**src/rtl/ocr_cfg.svh**
```systemverilog
// Offsets, field positions, reset values and timing of the control bank
`ifndef OCR_CFG_SVH
`define OCR_CFG_SVH

`define OCR_ADDR_OCP 8'h05
`define OCR_ADDR_AMP 8'h06
`define OCR_ADDR_CTRL 8'h07
`define OCR_ADDR_IRQ_STAT 8'h08
`define OCR_ADDR_IRQ_MASK 8'h09
`define OCR_ADDR_FLT 8'h0a

`define OCR_OCP_RESET 11'h159
`define OCR_AMP_RESET 11'h283
`define OCR_CTRL_RESET 2'h2
`define OCR_IRQ_MASK_RESET 2'h0

`define OCR_AMP_SRC_BIT 10
`define OCR_CTRL_CLEAR_BIT 0
`define OCR_CTRL_PCYC_BIT 1

`define OCR_CLK_MHZ 250
`define OCR_FILTER_STEP_NS 2000
`define OCR_DEAD_BASE_NS 50
`define OCR_RETRY_LONG_US 4000
`define OCR_RETRY_SHORT_NS 50000
`define OCR_RETRY_LONG_CYCLES (`OCR_RETRY_LONG_US * `OCR_CLK_MHZ)
`define OCR_RETRY_SHORT_CYCLES (`OCR_RETRY_SHORT_NS * `OCR_CLK_MHZ / 1000)

`endif

```
**src/rtl/ocr_pkg.sv**
```systemverilog
// Types shared by the overcurrent and amplifier control bank
package ocr_pkg;

  typedef enum logic [1:0] {
    RSP_LATCH = 2'h0,
    RSP_RETRY = 2'h1,
    RSP_REPORT = 2'h2,
    RSP_IGNORE = 2'h3
  } ocr_response_type;

  typedef enum logic [1:0] {
    FLT_IDLE,
    FLT_LATCHED,
    FLT_RETRY
  } ocr_fault_state_type;

  typedef struct packed {
    logic fault_retry_interval_sel;
    logic [1:0] dead_time_sel;
    ocr_response_type overcurrent_response_sel;
    logic [1:0] overcurrent_filter_sel;
    logic [3:0] drain_source_trip_level;
  } ocr_ocp_cfg_type;

  typedef struct packed {
    logic amp_input_source_sel;
    logic ref_half_sel;
    logic low_side_measure_ref;
    logic [1:0] amp_gain_sel;
    logic shunt_fault_disable;
    logic amp_a_offset_cal;
    logic amp_b_offset_cal;
    logic amp_c_offset_cal;
    logic [1:0] shunt_trip_level;
  } ocr_amp_cfg_type;

  typedef struct packed {
    logic [7:0] addr;
    logic [15:0] wdata;
    logic wr;
    logic rd;
  } ocr_bus_req_type;

  typedef struct packed {
    logic drain_source_overcurrent;
    logic shunt_overcurrent;
    logic pwm;
  } ocr_sense_type;

endpackage
```
**src/rtl/ocr_ctrl_bank.sv**
```systemverilog
// Overcurrent protection and sense amplifier control registers
`timescale 1ns/1ps
`include "ocr_cfg.svh"
module ocr_ctrl_bank
  import ocr_pkg::*;
#(
  parameter int HAS_AMP = 1,
  parameter int RETRY_LONG_CYCLES = `OCR_RETRY_LONG_CYCLES,
  parameter int RETRY_SHORT_CYCLES = `OCR_RETRY_SHORT_CYCLES
) (
  // Clock and reset
  input wire logic ref_clk_in,
  input wire logic arst_n_in,
  // Register port
  input wire ocr_bus_req_type bus_in,
  output logic [15:0] rd_data_out,
  // Comparator and PWM pins
  input wire ocr_sense_type sense_in,
  // Settings to the analog stage
  output ocr_ocp_cfg_type ocp_cfg_out,
  output ocr_amp_cfg_type amp_cfg_out,
  output logic [6:0] dead_time_cycles_out,
  output logic [11:0] filter_cycles_out,
  // Fault and interrupt
  output logic fault_out,
  output logic protect_out,
  output logic irq_out
);

  localparam logic AMP_LIVE = (HAS_AMP != 0);

  ocr_ocp_cfg_type ocp_cfg;
  ocr_amp_cfg_type amp_reg;
  logic per_cycle_fault_clear;
  logic [1:0] irq_status;
  logic [1:0] irq_mask;
  ocr_sense_type sync1;
  ocr_sense_type sync2;
  logic pwm_d;
  logic pwm_edge;
  logic vds_trip;
  logic shunt_trip;
  logic vds_trip_d;
  logic shunt_trip_d;
  logic vds_evt;
  logic shunt_evt;
  logic shunt_live;
  logic fault_cond;
  logic clear_pulse;
  logic wr_ocp;
  logic wr_amp;
  logic wr_ctrl;
  logic wr_stat;
  logic wr_mask;
  logic [1:0] evt_set;
  logic [1:0] stat_clr;
  logic [11:0] filter_limit;
  logic [19:0] retry_limit;
  logic [19:0] retry_cnt;
  logic retry_done;
  logic [15:0] next_rd_data;
  ocr_response_type resp;
  ocr_fault_state_type state;
  ocr_fault_state_type next_state;

  function automatic logic [11:0] filter_cycles(input logic [1:0] sel);
    filter_cycles = 12'((32'(sel) + 1) * `OCR_FILTER_STEP_NS * `OCR_CLK_MHZ / 1000);
  endfunction

  // Least time, so round up to whole cycles
  function automatic logic [6:0] dead_cycles(input logic [1:0] sel);
    dead_cycles = 7'(((`OCR_DEAD_BASE_NS << sel) * `OCR_CLK_MHZ + 999) / 1000);
  endfunction

  // Write decode
  assign wr_ocp = bus_in.wr && (bus_in.addr == `OCR_ADDR_OCP);
  assign wr_amp = bus_in.wr && (bus_in.addr == `OCR_ADDR_AMP) && AMP_LIVE;
  assign wr_ctrl = bus_in.wr && (bus_in.addr == `OCR_ADDR_CTRL);
  assign wr_stat = bus_in.wr && (bus_in.addr == `OCR_ADDR_IRQ_STAT);
  assign wr_mask = bus_in.wr && (bus_in.addr == `OCR_ADDR_IRQ_MASK);
  assign clear_pulse = wr_ctrl && bus_in.wdata[`OCR_CTRL_CLEAR_BIT];

  // protection settings, reset 1001 trip level
  always_ff @(posedge ref_clk_in or negedge arst_n_in) begin
    if (!arst_n_in) begin
      ocp_cfg <= ocr_ocp_cfg_type'(`OCR_OCP_RESET);
    end else if (wr_ocp) begin
      ocp_cfg <= ocr_ocp_cfg_type'(bus_in.wdata[10:0]);
    end
  end

  // amplifier settings with their reset codes
  always_ff @(posedge ref_clk_in or negedge arst_n_in) begin
    if (!arst_n_in) begin
      amp_reg <= ocr_amp_cfg_type'(`OCR_AMP_RESET);
    end else if (wr_amp) begin
      amp_reg <= ocr_amp_cfg_type'(bus_in.wdata[10:0]);
      if (bus_in.wdata[`OCR_AMP_SRC_BIT]) begin
        amp_reg.low_side_measure_ref <= 1'b1;
      end
    end
  end

  // Per-cycle clear enable, on by default
  always_ff @(posedge ref_clk_in or negedge arst_n_in) begin
    if (!arst_n_in) begin
      per_cycle_fault_clear <= 1'(`OCR_CTRL_RESET >> `OCR_CTRL_PCYC_BIT);
    end else if (wr_ctrl) begin
      per_cycle_fault_clear <= bus_in.wdata[`OCR_CTRL_PCYC_BIT];
    end
  end

  always_ff @(posedge ref_clk_in or negedge arst_n_in) begin
    if (!arst_n_in) begin
      irq_mask <= `OCR_IRQ_MASK_RESET;
    end else if (wr_mask) begin
      irq_mask <= bus_in.wdata[1:0];
    end
  end

  // Two flops on every pin before any logic looks at it
  always_ff @(posedge ref_clk_in or negedge arst_n_in) begin
    if (!arst_n_in) begin
      sync1 <= '0;
      sync2 <= '0;
      pwm_d <= 1'b0;
    end else begin
      sync1 <= sense_in;
      sync2 <= sync1;
      pwm_d <= sync2.pwm;
    end
  end

  assign pwm_edge = sync2.pwm && !pwm_d;
  assign resp = ocp_cfg.overcurrent_response_sel;

  // filter length from the selected code
  assign filter_limit = filter_cycles(ocp_cfg.overcurrent_filter_sel);

  ocr_deglitch #(
    .CNT_W(12)
  ) u_vds_filter (
    .ref_clk_in(ref_clk_in),
    .arst_n_in(arst_n_in),
    .level_in(sync2.drain_source_overcurrent),
    .limit_in(filter_limit),
    .trip_out(vds_trip)
  );

  ocr_deglitch #(
    .CNT_W(12)
  ) u_shunt_filter (
    .ref_clk_in(ref_clk_in),
    .arst_n_in(arst_n_in),
    .level_in(sync2.shunt_overcurrent),
    .limit_in(filter_limit),
    .trip_out(shunt_trip)
  );

  // shunt fault only with amplifiers and not disabled
  assign shunt_live = AMP_LIVE && !amp_reg.shunt_fault_disable;

  always_ff @(posedge ref_clk_in or negedge arst_n_in) begin
    if (!arst_n_in) begin
      vds_trip_d <= 1'b0;
      shunt_trip_d <= 1'b0;
    end else begin
      vds_trip_d <= vds_trip;
      shunt_trip_d <= shunt_trip && shunt_live;
    end
  end

  assign vds_evt = vds_trip && !vds_trip_d;
  assign shunt_evt = shunt_trip && shunt_live && !shunt_trip_d;
  assign fault_cond = vds_trip || (shunt_trip && shunt_live);

  // nothing is recorded in ignore mode
  assign evt_set = (resp == RSP_IGNORE) ? 2'h0 : {shunt_evt, vds_evt};
  assign stat_clr = wr_stat ? bus_in.wdata[1:0] : 2'h0;

  // Set wins over a same-cycle write-one clear
  always_ff @(posedge ref_clk_in or negedge arst_n_in) begin
    if (!arst_n_in) begin
      irq_status <= 2'h0;
    end else begin
      irq_status <= (irq_status & ~stat_clr) | evt_set;
    end
  end

  assign irq_out = |(irq_status & irq_mask);

  assign retry_limit = ocp_cfg.fault_retry_interval_sel ? 20'(RETRY_SHORT_CYCLES)
                                                        : 20'(RETRY_LONG_CYCLES);
  assign retry_done = (retry_cnt >= retry_limit - 20'h0_0001);

  always_ff @(posedge ref_clk_in or negedge arst_n_in) begin
    if (!arst_n_in) begin
      retry_cnt <= 20'h0_0000;
    end else if (state != FLT_RETRY) begin
      retry_cnt <= 20'h0_0000;
    end else begin
      retry_cnt <= retry_cnt + 20'h0_0001;
    end
  end

  // Fault response sequencing
  always_comb begin
    next_state = state;
    case (state)
      FLT_IDLE: begin
        if (fault_cond && resp == RSP_LATCH) begin
          next_state = FLT_LATCHED;
        end else if (fault_cond && resp == RSP_RETRY) begin
          next_state = FLT_RETRY;
        end
      end
      FLT_LATCHED: begin
        if (clear_pulse) begin
          next_state = FLT_IDLE;
        end
      end
      FLT_RETRY: begin
        // early clear at the next PWM edge
        if (per_cycle_fault_clear && pwm_edge) begin
          next_state = FLT_IDLE;
        end else if (retry_done || clear_pulse) begin
          next_state = FLT_IDLE;
        end
      end
      default: begin
        next_state = FLT_IDLE;
      end
    endcase
  end

  always_ff @(posedge ref_clk_in or negedge arst_n_in) begin
    if (!arst_n_in) begin
      state <= FLT_IDLE;
    end else begin
      state <= next_state;
    end
  end

  // report mode flags the fault but never protects
  always_ff @(posedge ref_clk_in or negedge arst_n_in) begin
    if (!arst_n_in) begin
      protect_out <= 1'b0;
      fault_out <= 1'b0;
    end else begin
      protect_out <= (next_state != FLT_IDLE);
      fault_out <= (next_state != FLT_IDLE) || (resp == RSP_REPORT && fault_cond);
    end
  end

  always_ff @(posedge ref_clk_in or negedge arst_n_in) begin
    if (!arst_n_in) begin
      dead_time_cycles_out <= dead_cycles(2'h1);
      filter_cycles_out <= filter_cycles(2'h1);
    end else begin
      dead_time_cycles_out <= dead_cycles(ocp_cfg.dead_time_sel);
      filter_cycles_out <= filter_limit;
    end
  end

  // settings drive the analog stage straight from flops
  assign ocp_cfg_out = ocp_cfg;
  assign amp_cfg_out = AMP_LIVE ? amp_reg : '0;

  // readback; missing amplifier register reads zero
  always_comb begin
    case (bus_in.addr)
      `OCR_ADDR_OCP: next_rd_data = {5'h00, ocp_cfg};
      `OCR_ADDR_AMP: next_rd_data = AMP_LIVE ? {5'h00, amp_reg} : 16'h0000;
      `OCR_ADDR_CTRL: next_rd_data = {14'h0000, per_cycle_fault_clear, 1'b0};
      `OCR_ADDR_IRQ_STAT: next_rd_data = {14'h0000, irq_status};
      `OCR_ADDR_IRQ_MASK: next_rd_data = {14'h0000, irq_mask};
      `OCR_ADDR_FLT: next_rd_data = {13'h0000, state == FLT_RETRY, fault_out, protect_out};
      default: next_rd_data = 16'h0000;
    endcase
  end

  // Read data stand only in the cycle after the strobe
  always_ff @(posedge ref_clk_in or negedge arst_n_in) begin
    if (!arst_n_in) begin
      rd_data_out <= 16'h0000;
    end else if (bus_in.rd) begin
      rd_data_out <= next_rd_data;
    end else begin
      rd_data_out <= 16'h0000;
    end
  end
endmodule

```
**src/rtl/ocr_deglitch.sv**
```systemverilog
// Persistence filter for one overcurrent comparator level
`timescale 1ns/1ps
module ocr_deglitch #(
  parameter int CNT_W = 12
) (
  // Clock and reset
  input wire logic ref_clk_in,
  input wire logic arst_n_in,
  // Comparator level and hold time in cycles
  input wire logic level_in,
  input wire logic [CNT_W-1:0] limit_in,
  // Filtered level
  output logic trip_out
);

  logic [CNT_W-1:0] count;
  logic [CNT_W-1:0] next_count;

  always_comb begin
    next_count = count;
    if (!level_in) begin
      next_count = '0;
    end else if (count < limit_in) begin
      next_count = count + CNT_W'(1);
    end
  end

  always_ff @(posedge ref_clk_in or negedge arst_n_in) begin
    if (!arst_n_in) begin
      count <= '0;
      trip_out <= 1'b0;
    end else begin
      count <= next_count;
      trip_out <= level_in && (next_count >= limit_in);
    end
  end
endmodule

```
**config.mk**
```make
export PLATFORM = sky130hd
export DESIGN_NAME = ocr_ctrl_bank
export DESIGN_NICKNAME = d
export VERILOG_FILES = /design/src/rtl/ocr_pkg.sv /design/src/rtl/ocr_ctrl_bank.sv /design/src/rtl/ocr_deglitch.sv
export VERILOG_INCLUDE_DIRS = /design/src /design/src/rtl
export SDC_FILE = /design/constraint.sdc
export NUM_CORES = 1
export LEC_CHECK = 0
export ABC_AREA = 1
export BUFFER_PORTS_ARGS = -buffer_cell sky130_fd_sc_hd__buf_2
export CELL_PAD_IN_SITES_DETAIL_PLACEMENT = 1
export CELL_PAD_IN_SITES_GLOBAL_PLACEMENT = 1
export CORE_MARGIN = 1
export CORE_UTILIZATION = 49
export CTS_BUF_LIST = sky130_fd_sc_hd__clkbuf_4
export CTS_CLUSTER_SIZE = 30
export DETAILED_ROUTE_END_ITERATION = 8
export PLACE_DENSITY_LB_ADDON = 0.1
export SLEW_MARGIN = 20
export SYNTH_ARGS = -nofsm -noshare
export SYNTH_HDL_FRONTEND = slang
export SYNTH_SLANG_ARGS = --single-unit
```
**constraint.sdc**
```tcl
create_clock -name ref_clk_in -period 24.3 [get_ports ref_clk_in]
set_clock_uncertainty 0.1 [all_clocks]
set_input_delay 3.645 -clock ref_clk_in [delete_from_list [all_inputs] [get_ports ref_clk_in]]
set_output_delay 3.645 -clock ref_clk_in [all_outputs]
set_load 0.01 [all_outputs]
```
==> results.md <==
* Status: finished clean
* IO buf count at 80
* RSZ-0062 raised after global routing: no
* Critical Path AT at 17.32 ns
* Final setup viols at 0
* Post-CTS setup buffer count at 0
* Setup ws final at 7.33 ns
* Via density at 5.53
* Initial antenna violation count at 1
* CP Class: reg -> reg
* Slew Viols, Final at 0
* Sequential share of the synthesized area at 21.3%
* Synth warn at 0
* Async set-reset flop share out of synthesis at 100%
* Resized Gates After CTS at 0
* Die width at 169 um
* Clk Latency, worst-skew pair at 0.56 ns
* Clock sinks at 116
* Largest net degree at the start of global routing at 74
* Post-synth EDFFs at 0
* RR Startpoint: ocp_cfg_out[4]$_DFFE_PN1P_
* Worst reg2reg path depth at 88
* Critical path peak fanout at 32
* Count of routing violations after the opening detailed-route iteration at 705
* CP peak stage delay at 0.99 ns
* CTS Buf Count at 17
* Commonest cells after routing, fill and taps aside: nand2_1, inv_1, nor2_1
* Die Area at 28700 um^2
* Vias in the first global route at 14500
* TritonCTS clock tree: done
* Yosys cell types at 69
* Synth Instances at 2081
* Least-Margin Pin Slew at 0.925 ns
* Multi-input gate area in the final layout at 9250 um^2
* DR DRC count at 0
* Max_slew headroom at 38.4%
* Most common cell after layout, fill and taps aside: nand2_1
* Synthesized flop and latch total at 116
* Startpoint types: register
* Worst path bufs/invs at 9
* Synth Cell Area at 13700 um^2
* Global-route wire length before repair at 73000 um
* Final instance area at 14500 um^2
* H-tree level count at 4
* Max-cap violations at 0
* Setup TNS at 0 ns
* Drt wl/cell at 17.4 um
* Hold Crit Start: sync1[0]$_DFF_PN0_
* CTS Root Buffer Type: clkbuf_4
* Clock buffer depth at 2
* Die Y at 169 um
* Vias post-DR at 14000
* Seq. cell area at 2930 um^2
* Main synth FF type: dfrtp_1
* HP Class: reg -> reg
* Fin crit share at 69.8%
* Row cnt at 60
* Leak at 7.70 nW
* Worst-path clk slew at 0.14 ns
* Routability cong. at 0.887
* Crit path launch: ocp_cfg_out[4]$_DFFE_PN1P_
* Worst reg-to-reg setup slack at 7.33 ns
* Hold Path Stages at 0
* Hpwl dp at 34500 um
* Core area at 27300 um^2
* Cell family with most CP delay: simple AND/OR/NAND/NOR gates
* CP max stage cell: dfstp_2
* CP dominant cell by count: nand2_1
* Post-Place Setup Slack at 7.50 ns
* Peak Freq at 58.9 MHz
* Fillers at 3807
* Crit. End Element: register
* Syn avg cell area at 6.60 um^2
* ANT nets after route at 0
* FF-to-FF End: u_vds_filter.trip_out$_DFF_PN0_
* Starting Density at 50.4%
* GRT Util Overall at 31.6%
* CP required at 24.65 ns
* Power Density at 79.1 nW/um^2
* WHS Endpoint: sync2[0]$_DFF_PN0_
* Area after DPL at 14200 um^2
* Nets at 2280
* Min cycle time layout at 16.97 ns
* Post-CTS Hold Buffers at 0
* Num ports at 91
* Share of cells above drive strength 1 at 16.2%
* Peak VDD IR at 0.0671 mV
* Gr ovfl total at 0
* Final Hold Fails at 0
* Total wire length at 43800 um
* Synth-to-layout area growth at 5.83%
* TritonRoute pass-1 iters at 6
[worst max path at each step]
stage	slack, ns	cells after the start	to
floorplan	12.69	94	u_shunt_filter.trip_out$_DFF_PN0_
global placement	7.96	88	u_shunt_filter.trip_out$_DFF_PN0_
detailed placement	7.50	88	u_vds_filter.trip_out$_DFF_PN0_
CTS	7.38	88	u_vds_filter.trip_out$_DFF_PN0_
global route	6.11	88	u_shunt_filter.trip_out$_DFF_PN0_
finish	7.33	88	u_vds_filter.trip_out$_DFF_PN0_
[synth_stat cells (all sizes together) (2+ instances only)]
cell type | number | area, um^2
nand2 | 633 | 2680
inv | 292 | 1100
nor2 | 250 | 1160
nand3 | 223 | 1330
ha | 106 | 1330
dfrtp | 97 | 2430
a21oi | 83 | 464
o21ai | 80 | 412
nand4 | 63 | 437
xor2 | 48 | 447
buf | 33 | 364
nor3 | 27 | 135
dfstp | 19 | 499
clkbuf | 17 | 73.8
nand3b | 16 | 120
xnor2 | 16 | 140
o211ai | 12 | 90.1
nor4 | 11 | 75.1
clkinv | 8 | 30.0
a31oi | 7 | 65.1
o21bai | 7 | 52.6
a21o | 3 | 22.5
o21a | 3 | 22.5
o221ai | 3 | 26.3
a21boi | 2 | 18.8
a221oi | 2 | 17.5
a311o | 2 | 20.0
fa | 2 | 40.0
o41ai | 2 | 17.5
[where the power goes]
part / switching, mW / internal (mW)
Sequential: 0.0107 / 0.207
Clock: 0.0891 / 0.0632
Combinational: 0.544 / 0.235
Total: 0.644 / 0.505
[through the flow]
stage / cells / total power [mW] / util (%) / hold WS [ns]
6_report: 2527 / 1.15 / 53.3 / 0.264
5_1_grt: 2527 / 1.26 / 53.3 / 0.273
4_1_cts: 2526 / 1.15 / 53.3 / 0.268
3_5_place_dp: 2494 / 0.993 / 52.2 / 0.237
3_3_place_gp: 2494 / 0.964 / 52.2 / 0.233
2_1_floorplan: 2085 / 0.822 / - / 0.231
[kinds of logic (layout without fill, tap and decap cells)]
group	Yosys count	after routing	synth area share, %
buf+inv	351	420	11.5
other cells	1	6	0.0273
compound gates	213	213	9.35
fa+ha+maj	108	108	9.96
simple gates	1227	1227	43.4
flops	116	116	21.3
xor+xnor	65	65	4.44
[state kept, by name, indices dropped and copies added, names as in the netlist, 2 cells and up]
| signal | count |
|---|---|
| amp_cfg_out | 11 |
| dead_time_cycles_out | 7 |
| filter_cycles_out | 12 |
| irq_mask | 2 |
| irq_status | 2 |
| ocp_cfg_out | 9 |
| rd_data_out | 11 |
| resp | 2 |
| retry_cnt | 20 |
| state | 2 |
| sync1 | 3 |
| sync2 | 3 |
| u_shunt_filter.count | 12 |
| u_vds_filter.count | 12 |
[per-layer routing]
metal	vias to the layer above	track usage [%]	routed length, um
li1	6833	-	-
met1	6796	41.0	19900
met2	296	55.7	21400
met3	55	4.01	1790
met4	0	6.97	674
met5	-	0	0
[layout make-up]
class	count	area share [%]
Timing Repair Buffer	88	3.19
Clock inverter	14	1.06
Tap cell	372	3.20
Clock buffer	18	0.930
Multi-Input combinational cell	1618	63.7
Sequential cell	116	20.1
Inverter	300	7.77
Antenna cell	1	0.0172
Note: power is estimated with default switching activity, not from simulation.
